$ cat config.mk
export PLATFORM = sky130hd
export DESIGN_NAME = rssa_top
export DESIGN_NICKNAME = d
export VERILOG_FILES = /design/src/rssa_pkg.sv /design/src/rssa_led_if.sv /design/src/rssa_top.sv /design/src/rssa_led_pwm.sv
export VERILOG_INCLUDE_DIRS = /design/src /design/src/src
export SDC_FILE = /design/constraint.sdc
export NUM_CORES = 1
export LEC_CHECK = 0
export ABC_AREA = 1
export BUFFER_PORTS_ARGS = -buffer_cell sky130_fd_sc_hd__buf_2
export CORE_ASPECT_RATIO = 0.5
export CORE_MARGIN = 3
export CORE_UTILIZATION = 25
export DETAILED_ROUTE_END_ITERATION = 8
export GPL_ROUTABILITY_DRIVEN = 1
export PLACE_DENSITY_LB_ADDON = 0.08
export SLEW_MARGIN = 0
export SYNTH_ARGS = -nofsm -noshare
export SYNTH_HDL_FRONTEND = slang
export SYNTH_HIERARCHICAL = 1
export SYNTH_SLANG_ARGS = --single-unit
$ cat constraint.sdc
create_clock -name mclk -period 9.6 [get_ports mclk]
set_clock_uncertainty 0.1 [all_clocks]
set_input_delay 1.44 -clock mclk [delete_from_list [all_inputs] [get_ports mclk]]
set_output_delay 1.44 -clock mclk [all_outputs]
set_load 0.01 [all_outputs]
$ cat src/rssa_cfg.svh
// Offsets, reset values and timing for the room sensor status/alarm block.
// Included by bare name; holds definitions only.
// Behaviour
// - Value inside alert limits lights green and keeps alarm silent.
// - Value in alert range lights yellow steadily and sounds alarm.
// - Nonzero timeout and bus idle longer than it blinks yellow.
// - Value outside measurement range lights red and sounds alarm.
// - Lost internal sensor communication blinks red.
// - Bootloader mode flashes green and yellow alternately.
// - Firmware download in bootloader mode also flashes red.
// - Alarm mode register 78: 0 disables, 2 pulses, resets continuous.
// - Register 80 scales indicator brightness 0 to 100 % in 10 % steps.
// - Register 79 selects CO2 by default, or humidity or temperature.
// - Input register 41 reads ambient light in lux.
// - Holding registers 35 and 36 hold active and standby light thresholds.
// - Input register 42 gives standby, active or low intensity class.
// - Holding register 9 switches the bus terminator on or off.
// - Automatic baseline calibration is enabled from reset until disabled.
// - After power-up exactly one colour shows the selected variable status.
`ifndef RSSA_CFG_SVH
`define RSSA_CFG_SVH
// Holding register addresses
`define RSSA_HR_COMM_TIMEOUT 16'h0008
`define RSSA_HR_BUS_TERM 16'h0009
`define RSSA_HR_LIGHT_ACTIVE 16'h0023
`define RSSA_HR_LIGHT_STANDBY 16'h0024
`define RSSA_HR_ALARM_MODE 16'h004E
`define RSSA_HR_SOURCE_SEL 16'h004F
`define RSSA_HR_BRIGHTNESS 16'h0050
`define RSSA_HR_CALIB_ENABLE 16'h0051
// Input register addresses
`define RSSA_IR_LIGHT_LUX 16'h0029
`define RSSA_IR_LIGHT_CLASS 16'h002A
// Reset values and encodings
`define RSSA_TIMEOUT_RESET 16'h0000
`define RSSA_TERM_RESET 16'h0000
`define RSSA_ACTIVE_RESET 16'h01F4
`define RSSA_STANDBY_RESET 16'h0064
`define RSSA_ALARM_OFF 16'h0000
`define RSSA_ALARM_CONT 16'h0001
`define RSSA_ALARM_PULSED 16'h0002
`define RSSA_SRC_CO2 16'h0000
`define RSSA_SRC_RH 16'h0001
`define RSSA_SRC_TEMP 16'h0002
`define RSSA_BRIGHT_RESET 16'h000A
`define RSSA_BRIGHT_MAX 4'hA
`define RSSA_CALIB_RESET 16'h0001
`define RSSA_CLASS_STANDBY 16'h0000
`define RSSA_CLASS_LOW 16'h0001
`define RSSA_CLASS_ACTIVE 16'h0002
// Indicator bit positions
`define RSSA_LED_GREEN 0
`define RSSA_LED_YELLOW 1
`define RSSA_LED_RED 2
// Timing
`define RSSA_CLK_MHZ 125
`define RSSA_HALF_SEC_MS 500
`define RSSA_HALF_SEC_CYCLES (`RSSA_HALF_SEC_MS * 1000 * `RSSA_CLK_MHZ)
`define RSSA_PWM_SLOT_US 10
`define RSSA_PWM_SLOT_CYCLES (`RSSA_PWM_SLOT_US * `RSSA_CLK_MHZ)
`endif

$ cat src/rssa_pkg.sv
// Types and shared helpers of the room sensor status/alarm block.
// Expects rssa_cfg.svh on the include path.
package rssa_pkg;
`include "rssa_cfg.svh"

    // Range status of the selected measurement, one-hot
    typedef enum logic [2:0] {
        RSSA_ST_GREEN = 3'h1,
        RSSA_ST_YELLOW = 3'h2,
        RSSA_ST_RED = 3'h4
    } rssa_status_type;

    // True when v lies below lo or above hi
    function automatic logic rssa_outside(input logic [15:0] v,
                                          input logic [15:0] lo,
                                          input logic [15:0] hi);
        return (v < lo) || (v > hi);
    endfunction

    // Source register to measurement index; unknown codes fall back to CO2
    function automatic logic [1:0] rssa_src_index(input logic [15:0] sel);
        logic [1:0] idx;
        idx = 2'h0;
        if (sel == `RSSA_SRC_RH)
            idx = 2'h1;
        else if (sel == `RSSA_SRC_TEMP)
            idx = 2'h2;
        return idx;
    endfunction
endpackage

$ cat src/rssa_led_if.sv
// Carrier between status logic and indicator driver.
// Both ends run on mclk.
`timescale 1ns/1ps
interface rssa_led_if;
    logic [2:0] led_on;
    logic [3:0] bright_steps;
    modport ctrl (output led_on, output bright_steps);
    modport drv (input led_on, input bright_steps);
endinterface

$ cat src/rssa_top.sv
// Status indication and audible alarm of the room sensor, with its registers.
// Assumes a frame decoder on mclk presents register reads and writes, and
// that sensor status inputs come from logic on mclk.
`timescale 1ns/1ps
`include "rssa_cfg.svh"
module rssa_top #(
    parameter int unsigned HALF_SEC_CYCLES = `RSSA_HALF_SEC_CYCLES
) (
    // Clock and reset
    input wire logic mclk,
    input wire logic reset_n,
    // Register access from frame decoder
    input wire logic reg_rd,
    input wire logic reg_wr,
    input wire logic reg_input_space,
    input wire logic [15:0] reg_addr,
    input wire logic [15:0] reg_wdata,
    output logic [15:0] reg_rdata,
    output logic reg_ack,
    output logic reg_err,
    input wire logic bus_frame_seen,
    // Measurements, index 0 CO2, 1 humidity, 2 temperature
    input wire logic [2:0][15:0] meas_value,
    input wire logic [2:0][15:0] alert_min,
    input wire logic [2:0][15:0] alert_max,
    input wire logic [2:0][15:0] range_min,
    input wire logic [2:0][15:0] range_max,
    input wire logic [15:0] light_lux,
    // Device conditions
    input wire logic sensor_lost,
    input wire logic bootloader_mode,
    input wire logic fw_download,
    // Indicators, alarm and controls
    output logic led_green,
    output logic led_yellow,
    output logic led_red,
    output logic alarm_out,
    output logic bus_terminator,
    output logic auto_baseline_calibration,
    output rssa_pkg::rssa_status_type status_code
);
    import rssa_pkg::*;

    rssa_led_if led_if ();

    // Configuration registers
    logic [15:0] timeout_reg, timeout_next;
    logic [15:0] term_reg, term_next;
    logic [15:0] active_reg, active_next;
    logic [15:0] standby_reg, standby_next;
    logic [15:0] mode_reg, mode_next;
    logic [15:0] source_reg, source_next;
    logic [15:0] bright_reg, bright_next;
    logic [15:0] calib_reg, calib_next;
    logic [15:0] rdata_reg, rdata_next;
    logic ack_reg, ack_next;
    logic err_reg, err_next;
    // Status, light class, timers
    rssa_status_type status_reg, status_next;
    logic [15:0] class_reg, class_next;
    logic [31:0] half_cnt_reg, half_cnt_next;
    logic blink_reg, blink_next;
    logic sec_phase_reg, sec_phase_next;
    logic [15:0] idle_sec_reg, idle_sec_next;
    logic alarm_reg, alarm_next;
    // Combinational helpers
    logic [1:0] sel_idx;
    logic [15:0] sel_value;
    logic half_tick;
    logic stale;
    logic alarm_due;

    // Register file next state; a write wins over a read in the same cycle
    always_comb
    begin
        timeout_next = timeout_reg;
        term_next = term_reg;
        active_next = active_reg;
        standby_next = standby_reg;
        mode_next = mode_reg;
        source_next = source_reg;
        bright_next = bright_reg;
        calib_next = calib_reg;
        rdata_next = rdata_reg;
        err_next = 1'b0;
        if (reg_wr)
        begin
            if (reg_input_space)
                err_next = 1'b1; // Input registers are read-only
            else
            begin
                case (reg_addr)
                    `RSSA_HR_COMM_TIMEOUT: timeout_next = reg_wdata;
                    `RSSA_HR_BUS_TERM: term_next = reg_wdata;
                    `RSSA_HR_LIGHT_ACTIVE: active_next = reg_wdata;
                    `RSSA_HR_LIGHT_STANDBY: standby_next = reg_wdata;
                    `RSSA_HR_ALARM_MODE: mode_next = reg_wdata;
                    `RSSA_HR_SOURCE_SEL: source_next = reg_wdata;
                    `RSSA_HR_BRIGHTNESS: bright_next = reg_wdata;
                    `RSSA_HR_CALIB_ENABLE: calib_next = reg_wdata;
                    default: err_next = 1'b1;
                endcase
            end
        end
        else if (reg_rd)
        begin
            rdata_next = 16'h0000;
            if (reg_input_space)
            begin
                case (reg_addr)
                    `RSSA_IR_LIGHT_LUX: rdata_next = light_lux;
                    `RSSA_IR_LIGHT_CLASS: rdata_next = class_reg;
                    default: err_next = 1'b1;
                endcase
            end
            else
            begin
                case (reg_addr)
                    `RSSA_HR_COMM_TIMEOUT: rdata_next = timeout_reg;
                    `RSSA_HR_BUS_TERM: rdata_next = term_reg;
                    `RSSA_HR_LIGHT_ACTIVE: rdata_next = active_reg;
                    `RSSA_HR_LIGHT_STANDBY: rdata_next = standby_reg;
                    `RSSA_HR_ALARM_MODE: rdata_next = mode_reg;
                    `RSSA_HR_SOURCE_SEL: rdata_next = source_reg;
                    `RSSA_HR_BRIGHTNESS: rdata_next = bright_reg;
                    `RSSA_HR_CALIB_ENABLE: rdata_next = calib_reg;
                    default: err_next = 1'b1;
                endcase
            end
        end
        ack_next = (reg_wr || reg_rd) && !err_next;
    end

    always_ff @(posedge mclk or negedge reset_n)
    begin
        if (!reset_n)
        begin
            timeout_reg <= `RSSA_TIMEOUT_RESET;
            term_reg <= `RSSA_TERM_RESET;
            active_reg <= `RSSA_ACTIVE_RESET;
            standby_reg <= `RSSA_STANDBY_RESET;
            mode_reg <= `RSSA_ALARM_CONT;
            source_reg <= `RSSA_SRC_CO2;
            bright_reg <= `RSSA_BRIGHT_RESET;
            calib_reg <= `RSSA_CALIB_RESET;
            rdata_reg <= 16'h0000;
            ack_reg <= 1'b0;
            err_reg <= 1'b0;
        end
        else
        begin
            timeout_reg <= timeout_next;
            term_reg <= term_next;
            active_reg <= active_next;
            standby_reg <= standby_next;
            mode_reg <= mode_next;
            source_reg <= source_next;
            bright_reg <= bright_next;
            calib_reg <= calib_next;
            rdata_reg <= rdata_next;
            ack_reg <= ack_next;
            err_reg <= err_next;
        end
    end

    // Range classification and ambient light class
    always_comb
    begin
        sel_idx = rssa_src_index(source_reg);
        sel_value = meas_value[sel_idx];
        if (rssa_outside(sel_value, range_min[sel_idx], range_max[sel_idx]))
            status_next = RSSA_ST_RED;
        else if (rssa_outside(sel_value, alert_min[sel_idx], alert_max[sel_idx]))
            status_next = RSSA_ST_YELLOW;
        else
            status_next = RSSA_ST_GREEN;
        // Equal to a threshold counts as low intensity
        if (light_lux < standby_reg)
            class_next = `RSSA_CLASS_STANDBY;
        else if (light_lux > active_reg)
            class_next = `RSSA_CLASS_ACTIVE;
        else
            class_next = `RSSA_CLASS_LOW;
    end

    // Half-second divider drives blinking, alarm pulsing and idle seconds
    always_comb
    begin
        half_tick = (half_cnt_reg == HALF_SEC_CYCLES - 32'h0000_0001);
        half_cnt_next = half_tick ? 32'h0000_0000 : half_cnt_reg + 32'h0000_0001;
        blink_next = blink_reg ^ half_tick;
        sec_phase_next = sec_phase_reg ^ half_tick;
        idle_sec_next = idle_sec_reg;
        // Any frame restarts the idle time; saturates so it never wraps
        if (bus_frame_seen)
            idle_sec_next = 16'h0000;
        else if (half_tick && sec_phase_reg && idle_sec_reg != 16'hFFFF)
            idle_sec_next = idle_sec_reg + 16'h0001;
        stale = (timeout_reg != 16'h0000) && (idle_sec_reg > timeout_reg);
    end

    always_ff @(posedge mclk or negedge reset_n)
    begin
        if (!reset_n)
        begin
            status_reg <= RSSA_ST_GREEN;
            class_reg <= `RSSA_CLASS_STANDBY;
            half_cnt_reg <= 32'h0000_0000;
            blink_reg <= 1'b0;
            sec_phase_reg <= 1'b0;
            idle_sec_reg <= 16'h0000;
            alarm_reg <= 1'b0;
        end
        else
        begin
            status_reg <= status_next;
            class_reg <= class_next;
            half_cnt_reg <= half_cnt_next;
            blink_reg <= blink_next;
            sec_phase_reg <= sec_phase_next;
            idle_sec_reg <= idle_sec_next;
            alarm_reg <= alarm_next;
        end
    end

    // Indicator selection in priority order; one colour at most outside boot
    always_comb
    begin
        led_if.led_on = 3'h0;
        if (bootloader_mode)
        begin
            led_if.led_on[`RSSA_LED_GREEN] = blink_reg;
            led_if.led_on[`RSSA_LED_YELLOW] = ~blink_reg;
            led_if.led_on[`RSSA_LED_RED] = fw_download & blink_reg;
        end
        else if (sensor_lost)
            led_if.led_on[`RSSA_LED_RED] = blink_reg;
        else if (stale)
            led_if.led_on[`RSSA_LED_YELLOW] = blink_reg;
        else
        begin
            case (status_reg)
                RSSA_ST_GREEN: led_if.led_on[`RSSA_LED_GREEN] = 1'b1;
                RSSA_ST_YELLOW: led_if.led_on[`RSSA_LED_YELLOW] = 1'b1;
                RSSA_ST_RED: led_if.led_on[`RSSA_LED_RED] = 1'b1;
                default: led_if.led_on = 3'h0;
            endcase
        end
        // Values above ten clamp to full brightness
        if (bright_reg > 16'(`RSSA_BRIGHT_MAX))
            led_if.bright_steps = `RSSA_BRIGHT_MAX;
        else
            led_if.bright_steps = bright_reg[3:0];
        // Alarm follows range status only; silent while in bootloader
        alarm_due = !bootloader_mode && (status_reg != RSSA_ST_GREEN);
        case (mode_reg)
            `RSSA_ALARM_OFF: alarm_next = 1'b0;
            `RSSA_ALARM_PULSED: alarm_next = alarm_due & blink_reg;
            default: alarm_next = alarm_due;
        endcase
    end

    rssa_led_pwm u_led_pwm (
        .mclk(mclk),
        .reset_n(reset_n),
        .led(led_if.drv),
        .led_green(led_green),
        .led_yellow(led_yellow),
        .led_red(led_red)
    );

    assign reg_rdata = rdata_reg;
    assign reg_ack = ack_reg;
    assign reg_err = err_reg;
    assign alarm_out = alarm_reg;
    assign bus_terminator = term_reg[0];
    assign auto_baseline_calibration = calib_reg[0];
    assign status_code = status_reg;
endmodule // rssa_top

$ cat src/rssa_led_pwm.sv
// Indicator driver: brightness PWM in ten slots, registered LED pins.
// Assumes requests and brightness come from logic on mclk.
`timescale 1ns/1ps
`include "rssa_cfg.svh"
module rssa_led_pwm (
    // Clock and reset
    input wire logic mclk,
    input wire logic reset_n,
    // Indicator requests
    rssa_led_if.drv led,
    // Indicator pins
    output logic led_green,
    output logic led_yellow,
    output logic led_red
);
    import rssa_pkg::*;

    logic [15:0] slot_cnt_reg, slot_cnt_next;
    logic [3:0] slot_reg, slot_next;
    logic [2:0] leds_reg, leds_next;
    logic slot_tick;

    // Slot divider; ten slots give 10 % brightness steps
    always_comb
    begin
        slot_tick = (slot_cnt_reg == 16'(`RSSA_PWM_SLOT_CYCLES - 1));
        slot_cnt_next = slot_tick ? 16'h0000 : slot_cnt_reg + 16'h0001;
        slot_next = slot_reg;
        if (slot_tick)
            slot_next = (slot_reg == `RSSA_BRIGHT_MAX - 4'h1) ? 4'h0 : slot_reg + 4'h1;
        leds_next = led.led_on & {3{slot_reg < led.bright_steps}};
    end

    always_ff @(posedge mclk or negedge reset_n)
    begin
        if (!reset_n)
        begin
            slot_cnt_reg <= 16'h0000;
            slot_reg <= 4'h0;
            leds_reg <= 3'h0;
        end
        else
        begin
            slot_cnt_reg <= slot_cnt_next;
            slot_reg <= slot_next;
            leds_reg <= leds_next;
        end
    end

    assign led_green = leds_reg[`RSSA_LED_GREEN];
    assign led_yellow = leds_reg[`RSSA_LED_YELLOW];
    assign led_red = leds_reg[`RSSA_LED_RED];
endmodule // rssa_led_pwm

After elaboration in Yosys (flattened, before gate mapping)
Index checks and enable logic that the tools add are counted.
{"block": "totals", "reg_bits": 239, "output_inout_bits": 27}
{"block": "classes", "eq_ne": 21, "n_reduce_logical": 24, "bitwise_logic": 8, "addsub": 4, "magnitude_cmp": 10, "muxes": 41}
{"op": "$bmux W16 S2", "count": 5}
{"op": "$mux W16", "count": 9}
{"op": "$pmux W16 S8", "count": 1}
{"op": "$eq A16 B6 Y1 const B", "count": 4}
{"op": "$eq A16 B7 Y1 const B", "count": 4}
{"op": "$gt A16 B16 Y1", "count": 4}
{"op": "$lt A16 B16 Y1", "count": 3}
{"op": "$add A16 B1 Y16 const B", "count": 2}
{"op": "$add A32 B1 Y32 const B", "count": 1}
{"op": "$eq A16 B2 Y1 const B", "count": 2}
{"op": "$eq A16 B4 Y1 const B", "count": 2}
{"op": "$eq A32 B26 Y1 const B", "count": 1}
{"op": "$mux W32", "count": 1}
{"op": "$pmux W16 S2", "count": 1}
{"op": "$reduce_and A3 Y1", "count": 8}
{"op": "$eq A16 B1 Y1 const B", "count": 1}
{"op": "$eq A16 B11 Y1 const B", "count": 1}
{"op": "$gt A16 B4 Y1 const B", "count": 1}
{"op": "$logic_not A16 Y1", "count": 1}
{"op": "$ne A16 B16 Y1 const B", "count": 1}
{"op": "$reduce_bool A16 Y1", "count": 1}
{"op": "$mux W1", "count": 13}
{"op": "$mux W2", "count": 6}
{"op": "$mux W4", "count": 2}
{"op": "other kinds (21)", "count": 33}

Longest topological paths before layout
Gate-level depths: netlist of the first run.
{"block": "logic_depth", "ltp_word": 9, "depth_mapped": 22}

Hierarchy
Netlist of the first run, hierarchy kept.
{"module": "rssa_top", "instances": 1, "seq_area_each_um2": 5072.4, "area_per_inst_um2": 14068.5, "cells_per_inst": 1915}
{"module": "rssa_led_pwm", "instances": 1, "seq_area_each_um2": 575.6, "area_per_inst_um2": 1337.5, "cells_per_inst": 188}

Least setup slack after synthesis of the first run
OpenSTA, ideal clock, no wires.
{"block": "synth_timing", "path_type": "input -> register", "startpoint": "input port meas_value[3] (netlist name)", "endpoint": "register status_reg[1] (netlist: status_code[1])", "setup_slack_ns": 6.383, "arrival_time_ns": 3.000, "stages": 12, "path_cell_list": "o21ai_0 > o21ai_0 > ha_1 > nand2_1 > inv_1 > a221oi_1 > nor2_1 > o21ai_0 > nand2_1 > o21a_1 > a21oi_1 > nor2_1"}
{"block": "synth_via", "elab_chain_cells": 6}
{"element": "start: declaration", "line": "rssa_top.sv:23", "source": "input wire logic [2:0][15:0] meas_value,"}
{"element": "$bmux W16 S2 *", "line": "rssa_top.sv:170", "source": "sel_value = meas_value[sel_idx];"}
{"element": "$mux W16 (not written as such) *", "line": "rssa_top.sv:170"}
{"element": "$lt A16 B16 Y1 / $gt A16 B16 Y1 (equally long branches)", "line": "rssa_pkg.sv:17", "source": "return (v < lo) || (v > hi);"}
{"element": "$logic_or A1 B1 Y1", "line": "rssa_pkg.sv:17"}
{"element": "$mux W2", "line": "rssa_top.sv:173", "source": "else if (rssa_outside(sel_value, alert_min[sel_idx], alert_max[sel_idx]))"}
{"element": "$mux W3 *", "line": "rssa_top.sv:171", "source": "if (rssa_outside(sel_value, range_min[sel_idx], range_max[sel_idx]))"}
{"element": "net status_next[1]", "line": "rssa_top.sv:59", "source": "rssa_status_type status_reg, status_next;"}
{"element": "end signal: assignment", "line": "rssa_top.sv:216", "source": "status_reg <= status_next;"}
{"element": "end: declaration", "line": "rssa_top.sv:59"}
The timed path passes the listed nets; every way through them passes the cells marked *. The select of a mux whose other input is x is not followed.
A chain may end at the register's enable or synchronous reset.

Worst setup path in the final report of the first run
{"block": "layout_timing", "startpoint": "register source_reg[9]", "endpoint": "register status_reg[0] (netlist: status_code[0])"}
{"block": "layout_via", "elab_chain_cells": 9}
{"element": "start: declaration", "line": "rssa_top.sv:52", "source": "logic [15:0] source_reg, source_next;"}
{"element": "start signal: assignment", "line": "rssa_top.sv:143", "source": "source_reg <= `RSSA_SRC_CO2;"}
{"element": "start signal: assignment", "line": "rssa_top.sv:157", "source": "source_reg <= source_next;"}
{"element": "$eq A16 B2 Y1 (no source line)"}
{"element": "$mux W2", "line": "rssa_pkg.sv:26", "source": "else if (sel == `RSSA_SRC_TEMP)"}
{"element": "$mux W2 *", "line": "rssa_pkg.sv:24", "source": "if (sel == `RSSA_SRC_RH)"}
{"element": "$bmux W16 S2 (on tied branches)", "line": "rssa_top.sv:170, rssa_top.sv:173"}
{"element": "$mux W16 (on tied branches)", "line": "rssa_top.sv:170, rssa_top.sv:173"}
{"element": "$lt A16 B16 Y1 / $gt A16 B16 Y1 (equally long branches)", "line": "rssa_pkg.sv:17"}
{"element": "$logic_or A1 B1 Y1", "line": "rssa_pkg.sv:17"}
{"element": "$mux W2", "line": "rssa_top.sv:173"}
{"element": "$mux W3 *", "line": "rssa_top.sv:171"}
{"element": "net status_next[0]", "line": "rssa_top.sv:59"}
Marks and branches as above.

==> metrics, run 1 <==
largest driver fanout on the critical path=74; most common cell in the netlist=nand2_1; RR Endpoint=status_code[0]; finished layout cell area=18600 µm²; Core Box Area=60100 µm²; I/O pin count=324; number of routed nets with antenna violations=0; gr usage total=18.0%; CTS Buf Count=27; clock latency on the worst-skew pair=0.55 ns; maximum operating frequency=224 MHz; placer's final routability congestion estimate=0.836; layout net count=2805; leakage power of the design=8.98 nW; Period Utilization, post-route=46.6%; complex-gate fraction of the synthesized area=16.1%; RSZ-0062 raised after global routing=no; leading post-synthesis cells by cell area=dfrtp_1, nand2_1, ha_1; depth of the worst hold-timing path=1; destination of the worst hold path=half_cnt_reg[0]; Final HPWL DP=46000 µm; outcome=finished, final reports clean; simple logic cell fraction of the synthesized area=28.0%; Worst Hold Launch=half_cnt_reg[0]; Finish-stage setup viols=0; average cell area after synthesis=7.33 µm²; number of hold-repair buffers added at the cts stage=0; type of origin of the critical path=flop; worst setup slack after placement=5.07 ns; drc violations=0; count of buffers from port buffering=323; routed wire length=59200 µm; post-synthesis instance total=2103; WS Path Type=flop to flop; H-tree levels=1; Chip Height=182 µm; synthesized cell area=15400 µm²; adder-cell share of the synthesized area=9.50%; max FFs per register=32; startpoint of the most critical register-to-register path=source_reg[9]; Max Cap Viol=0; worst voltage drop across the vdd grid=84.9 µV; reg2reg path depth=16; total count of max-transition violations in the final report=0; #FFs+latches synth=225; number of gates resized after CTS=0; maximum root-to-sink buffer count=3; Crit. End Element=flop; pin count of the biggest net entering global routing=117; TritonCTS clock tree=done; register area share after synthesis=36.7%; Hold Crit Class=flop to flop; detailed router's first-iteration violation count=915; cell area after placement=17800 µm²; detailed-route vias per instance=4.66; worst slew margin relative to its limit=25.5%; Final Critical Period=4.47 ns; area delta synth->final=21.0%; Synth area leader=dfrtp_1; number of warning messages in the yosys log=6; layout cells sized above 1=18.9%; number of antenna violations at the first check in global routing=4; final total negative setup slack=0 ns; global route total overflow=0; required time reported for the critical path endpoint=9.98 ns; FP Rows=63; Slew @ Worst Pin=1.11 ns; final total power=0.00219 W; average wire length per cell after detail routing=18.4 µm; starting density of the core=25.6%; first-pass GRT wire length=90900 µm; Worst EP arrival=4.85 ns; die span in x=357 µm; buffer cell driving the clock tree root=clkbuf_16; Async S/R FF share, synth=100%; number of global-route vias before repair=15200; clock sink count=225; XOR/XNOR Fraction of Synth Area=1.08%; main combinational cell family by area after synthesis=simple AND/OR/NAND/NOR gates; Post-Syn Nets=2517; final hold violation count=0; clock-pin transition on the worst setup and hold timing paths=0.06 ns; Die ar.=64800 µm²; top_reg_cell synth=dfrtp_1; worst setup slack for register-to-register paths=5.13 ns; total via count after detailed routing=15000; ratio of total power to cell area=117 nW/µm²; post-synthesis cell type count=58; proportion of netlist area held by the largest area contributor=34.3%; share of cell area taken by muxes after synthesis=0.0731%; top cell types by occurrence after synthesis=nand2_1, o21ai_0, inv_1; crit path setup slack, layout=5.13 ns; worst hold slack=0.372 ns; number of buffers inserted to repair setup after CTS=0; number of enable flip-flop cells after synthesis=0; detailed-routing iteration count for the pre-antenna-repair pass=5
==> critical path: stages, from the launching register on <==
cell and delay, ns:
dfrtp_1 0.40, nor2_1 0.11, nand2_1 0.12, nor2_4 0.21
nand2_2 0.07, buf_4 0.26, inv_2 0.14, buf_4 0.58
o21ai_0 0.15, o21ai_0 0.75, ha_1 0.36, nand4_1 0.11
a31oi_1 0.04, a2111oi_0 0.60, nand2_1 0.12, nand2_1 0.08
nor2_1 0.05
==> cell usage in the layout (no fill, tap or decap), types with 8 or more instances in the layout <==
cell	instances
buf_2	322
nand2_2	13
a21oi_1	74
clkbuf_1	12
buf_4	16
o21ai_0	280
nor2_1	153
dfstp_2	14
xor2_1	16
o31ai_1	8
clkbuf_16	27
nor4_1	15
nor3b_1	15
a211oi_1	18
ha_1	117
o21ai_1	25
inv_1	242
nand2_1	491
nand4_1	46
dfrtp_1	211
inv_2	10
nor3_1	31
nand3_1	151
o22ai_1	17
==> cells by family (layout without fill, tap and decap cells) <==
family,count (synthesis),in the layout
AO/OA/AOI/OAI,456,456
buffers and inverters,332,641
AND/OR/NAND/NOR,953,953
adder cells (fa/ha/maj),117,117
XOR/XNOR,19,19
multiplexers,1,1
flip-flops,225,225
other,0,3
==> power breakdown <==
part | leakage [nW] | total (W) | switching [W] | internal (W)
combinational | 5.52 | 0.000240 | 0.000145 | 0.0000948
clock | 0.409 | 0.000993 | 0.000431 | 0.000562
sequential | 3.05 | 0.000953 | 0.00000164 | 0.000951
total | 8.98 | 0.00219 | 0.000578 | 0.00161
==> layout make-up <==
cell class	instances	area (µm²)
inverters	252	946
well taps	812	1020
repair buffers	339	1750
clock inverters	6	40.0
clock buffers	44	790
diodes	3	7.51
flip-flops and latches	225	5650
fillers	6648	41400
multi-input cells	1546	8450
==> metrics by stage <==
stage / util [%] / instances
floorplan: - / 2103
detailed placement: 29.7 / 3174
global route: 31.0 / 3227
global placement: 29.7 / 3174
CTS: 31.0 / 3224
finish: 31.0 / 3227
==> layer usage <==
layer | wire [µm] | part of all wire [%] | vias to the layer above | GRT usage, %
met5 | 20 | 0.034 | - | 0
met2 | 27100 | 46 | 306 | 29.6
met4 | 884 | 1.5 | 2 | 3.18
met1 | 28700 | 49 | 7036 | 25.4
li1 | - | - | 7635 | -
met3 | 2460 | 4.2 | 51 | 2.48
==> worst max-delay path by stage <==
stage / startpoint / endpoint / slack, ns / cells after the start
after global placement: source_reg[9] / status_code[1] / 5.18 / 15
final: source_reg[9] / status_code[0] / 5.13 / 16
after CTS: source_reg[9] / status_code[0] / 5.04 / 16
after global routing: source_reg[9] / status_code[0] / 4.69 / 19
after detailed placement: source_reg[9] / status_code[0] / 5.07 / 16
after floorplan: meas_value[3] / status_code[1] / 6.38 / 12
(Power assumes the default switching activity.)
==> run 2, diff against run 1 <==
clock period = 4.6 ns   (was 9.6 ns; I/O delays follow)
==> metrics, run 2 (synthesis gave the netlist of run 1 again) <==
crit path setup slack, layout=0.860 ns (-4.27 ns); Switching Fraction=25.0% (-1.5 points); Crit. End Element=flop; worst slew margin relative to its limit=36.9% (+11 points); leading cell types in the layout, fill and taps excluded=nand2_1, buf_2, o21ai_0, inv_1, dfrtp_1; maximum root-to-sink buffer count=3 (unchanged); Power Internal=0.00353 W (+120%); max FFs per register=32 (unchanged); Final Critical Period=3.74 ns (-0.733 ns); Worst EP arrival=4.07 ns (-0.78 ns); I/O pin count=324 (unchanged); Core Box Area=60100 µm² (unchanged); leakage power of the design=9.08 nW (+1.1%); Slew @ Worst Pin=0.943 ns (-0.170 ns); final hold violation count=0 (unchanged); CTS Buf Count=27 (unchanged); leading cell type in the layout, fill and taps excluded=nand2_1; final total power=0.00471 W (+120%); worst voltage drop across the vdd grid=176 µV (+110%); Period Utilization, post-route=81.3% (+35 points); number of antenna violations at the first check in global routing=7 (+3); routed wire length=58900 µm (-0.61%); clock sink count=225 (unchanged); largest driver fanout on the critical path=27 (-64%); RR Endpoint=status_code[1]; non-filler instance count after layout=3236 (+0.28%); worst setup slack after placement=0.860 ns (-4.21 ns); layout net count=2815 (+0.36%); Final HPWL DP=46400 µm (+1.0%); Max Cap Viol=0 (unchanged); Finish-stage setup viols=0 (unchanged); worst setup slack for register-to-register paths=0.86 ns (-4.27 ns); portion of total power attributed to the clock network=47.1% (+1.7 points); number of routed nets with antenna violations=0 (unchanged); startpoint of the most critical register-to-register path=source_reg[9]; Die ar.=64800 µm² (unchanged); number of buffers inserted to repair setup after CTS=0 (unchanged); drc violations=0 (unchanged); combined flip-flop and latch cell area=5650 µm² (unchanged); placer's final routability congestion estimate=0.831 (-0.63%); reg2reg path depth=18 (+2); average wire length per cell after detail routing=18.2 µm (-0.89%); layout cells sized above 1=19.3% (+0.47 points); number of hold-repair buffers added at the cts stage=0 (unchanged); area of the multi-input gates=8450 µm² (unchanged); detailed router's first-iteration violation count=1055 (+15%); power share of the sequential group=42.3% (-1.3 points); layout filler cell count=6702 (+0.81%); die span in x=357 µm (unchanged); area delta synth->final=22.3%; finished layout cell area=18800 µm² (+1.0%); global route total overflow=0 (unchanged); Hold Crit Class=input port to async pin; Chip Height=182 µm (unchanged); FP Rows=63 (unchanged); final total negative setup slack=0 ns (unchanged); pin count of the biggest net entering global routing=108 (-7.7%); detailed-route vias per instance=4.61 (-1.0%); starting density of the core=25.6% (unchanged); WS Path Type=flop to flop; gr usage total=17.9% (-0.10 points); Gate power share=10.7% (-0.3 points); total via count after detailed routing=14900 (-0.75%); first-pass GRT wire length=90300 µm (-0.64%); type of origin of the critical path=flop; RSZ-0062 raised after global routing=no; clock latency on the worst-skew pair=0.55 ns (about the same); cell area after placement=17900 µm² (+0.63%); clock-pin transition on the worst setup and hold timing paths=0.06 ns (about the same); number of global-route vias before repair=15100 (-0.40%); TritonCTS clock tree=done; # placed instances=3184 (+0.32%); total count of max-transition violations in the final report=0 (unchanged); count of buffers from port buffering=323 (unchanged); H-tree levels=1 (unchanged); number of gates resized after CTS=0 (unchanged); outcome=finished, final reports clean; reported net switching power=0.00118 W (+100%); maximum operating frequency=267 MHz (+20%); detailed-routing iteration count for the pre-antenna-repair pass=5 (unchanged); required time reported for the critical path endpoint=4.93 ns (-5.05 ns); buffer cell driving the clock tree root=clkbuf_16; ratio of total power to cell area=250 nW/µm² (+110%)
[run 2: cell count changes in the layout (fill, tap and decap cells not counted)]
cell       delta
diode_2       +1
clkbuf_8      +5
buf_4         +7
inv_8         -1
bufinv_16     +2
buf_12        +3
clkinv_2      -2
clkbuf_1      -5
inv_6         -1
[run 2: worst max-delay path by stage]
stage / startpoint / endpoint / slack [ns]
floorplan: source_reg[0] / status_code[1] / 1.56
global placement: source_reg[9] / status_code[1] / 0.91
detailed placement: source_reg[9] / status_code[1] / 0.86
CTS: source_reg[9] / status_code[1] / 0.83
global route: source_reg[7] / status_code[1] / 0.51
finish: source_reg[9] / status_code[1] / 0.86
[run 2: through the flow]
stage	hold WS, ns	util [%]
finish	0.0781	31.4
global route	0.168	31.4
CTS	0.140	31.4
detailed placement	0.372	29.8
global placement	0.363	29.8
floorplan	0.294	-
[run 2: cell type report]
class,count,share of cell area [%]
Tap cell,812,5.39
Timing Repair Buffer,349,9.87
Multi-Input combinational cell,1546,44.9
Sequential cell,225,30.0
Antenna cell,4,0.0531
Clock buffer,44,4.46
Clock inverter,4,0.372
Inverter,252,5.02
[run 2: per-layer routing]
| layer | vias to the layer above | global-route usage [%] | share of wire (%) |
|---|---|---|---|
| met5 | - | 0 | 0.036 |
| met4 | 4 | 3.95 | 2.1 |
| met3 | 68 | 2.57 | 4.4 |
| met2 | 315 | 28.7 | 45 |
| met1 | 6887 | 25.5 | 49 |
| li1 | 7643 | - | - |
[run 2: power groups by stage]
stage	clock [W]	combinational [W]	sequential, W
2_1_floorplan	0	0.000216	0.00203
3_3_place_gp	0	0.000518	0.00203
3_5_place_dp	0	0.000515	0.00203
4_1_cts	0.00228	0.000517	0.00199
5_1_grt	0.00237	0.000577	0.00199
6_report	0.00222	0.000502	0.00199
[run 2: worst max-delay path, cell delays in order, from the launching register on]
cell and delay, ns:
dfrtp_1 0.39, nor2_1 0.11, nand2_1 0.10, nor2_4 0.22, nand2_2 0.13, inv_2 0.16, buf_4 0.31, o21ai_0 0.10
o21ai_0 0.67, ha_1 0.35, inv_1 0.07, o21bai_1 0.06, a221oi_1 0.24, nor2_1 0.07, o21ai_0 0.16, nand2_1 0.07
o21a_1 0.13, a21oi_1 0.12, nor2_1 0.05
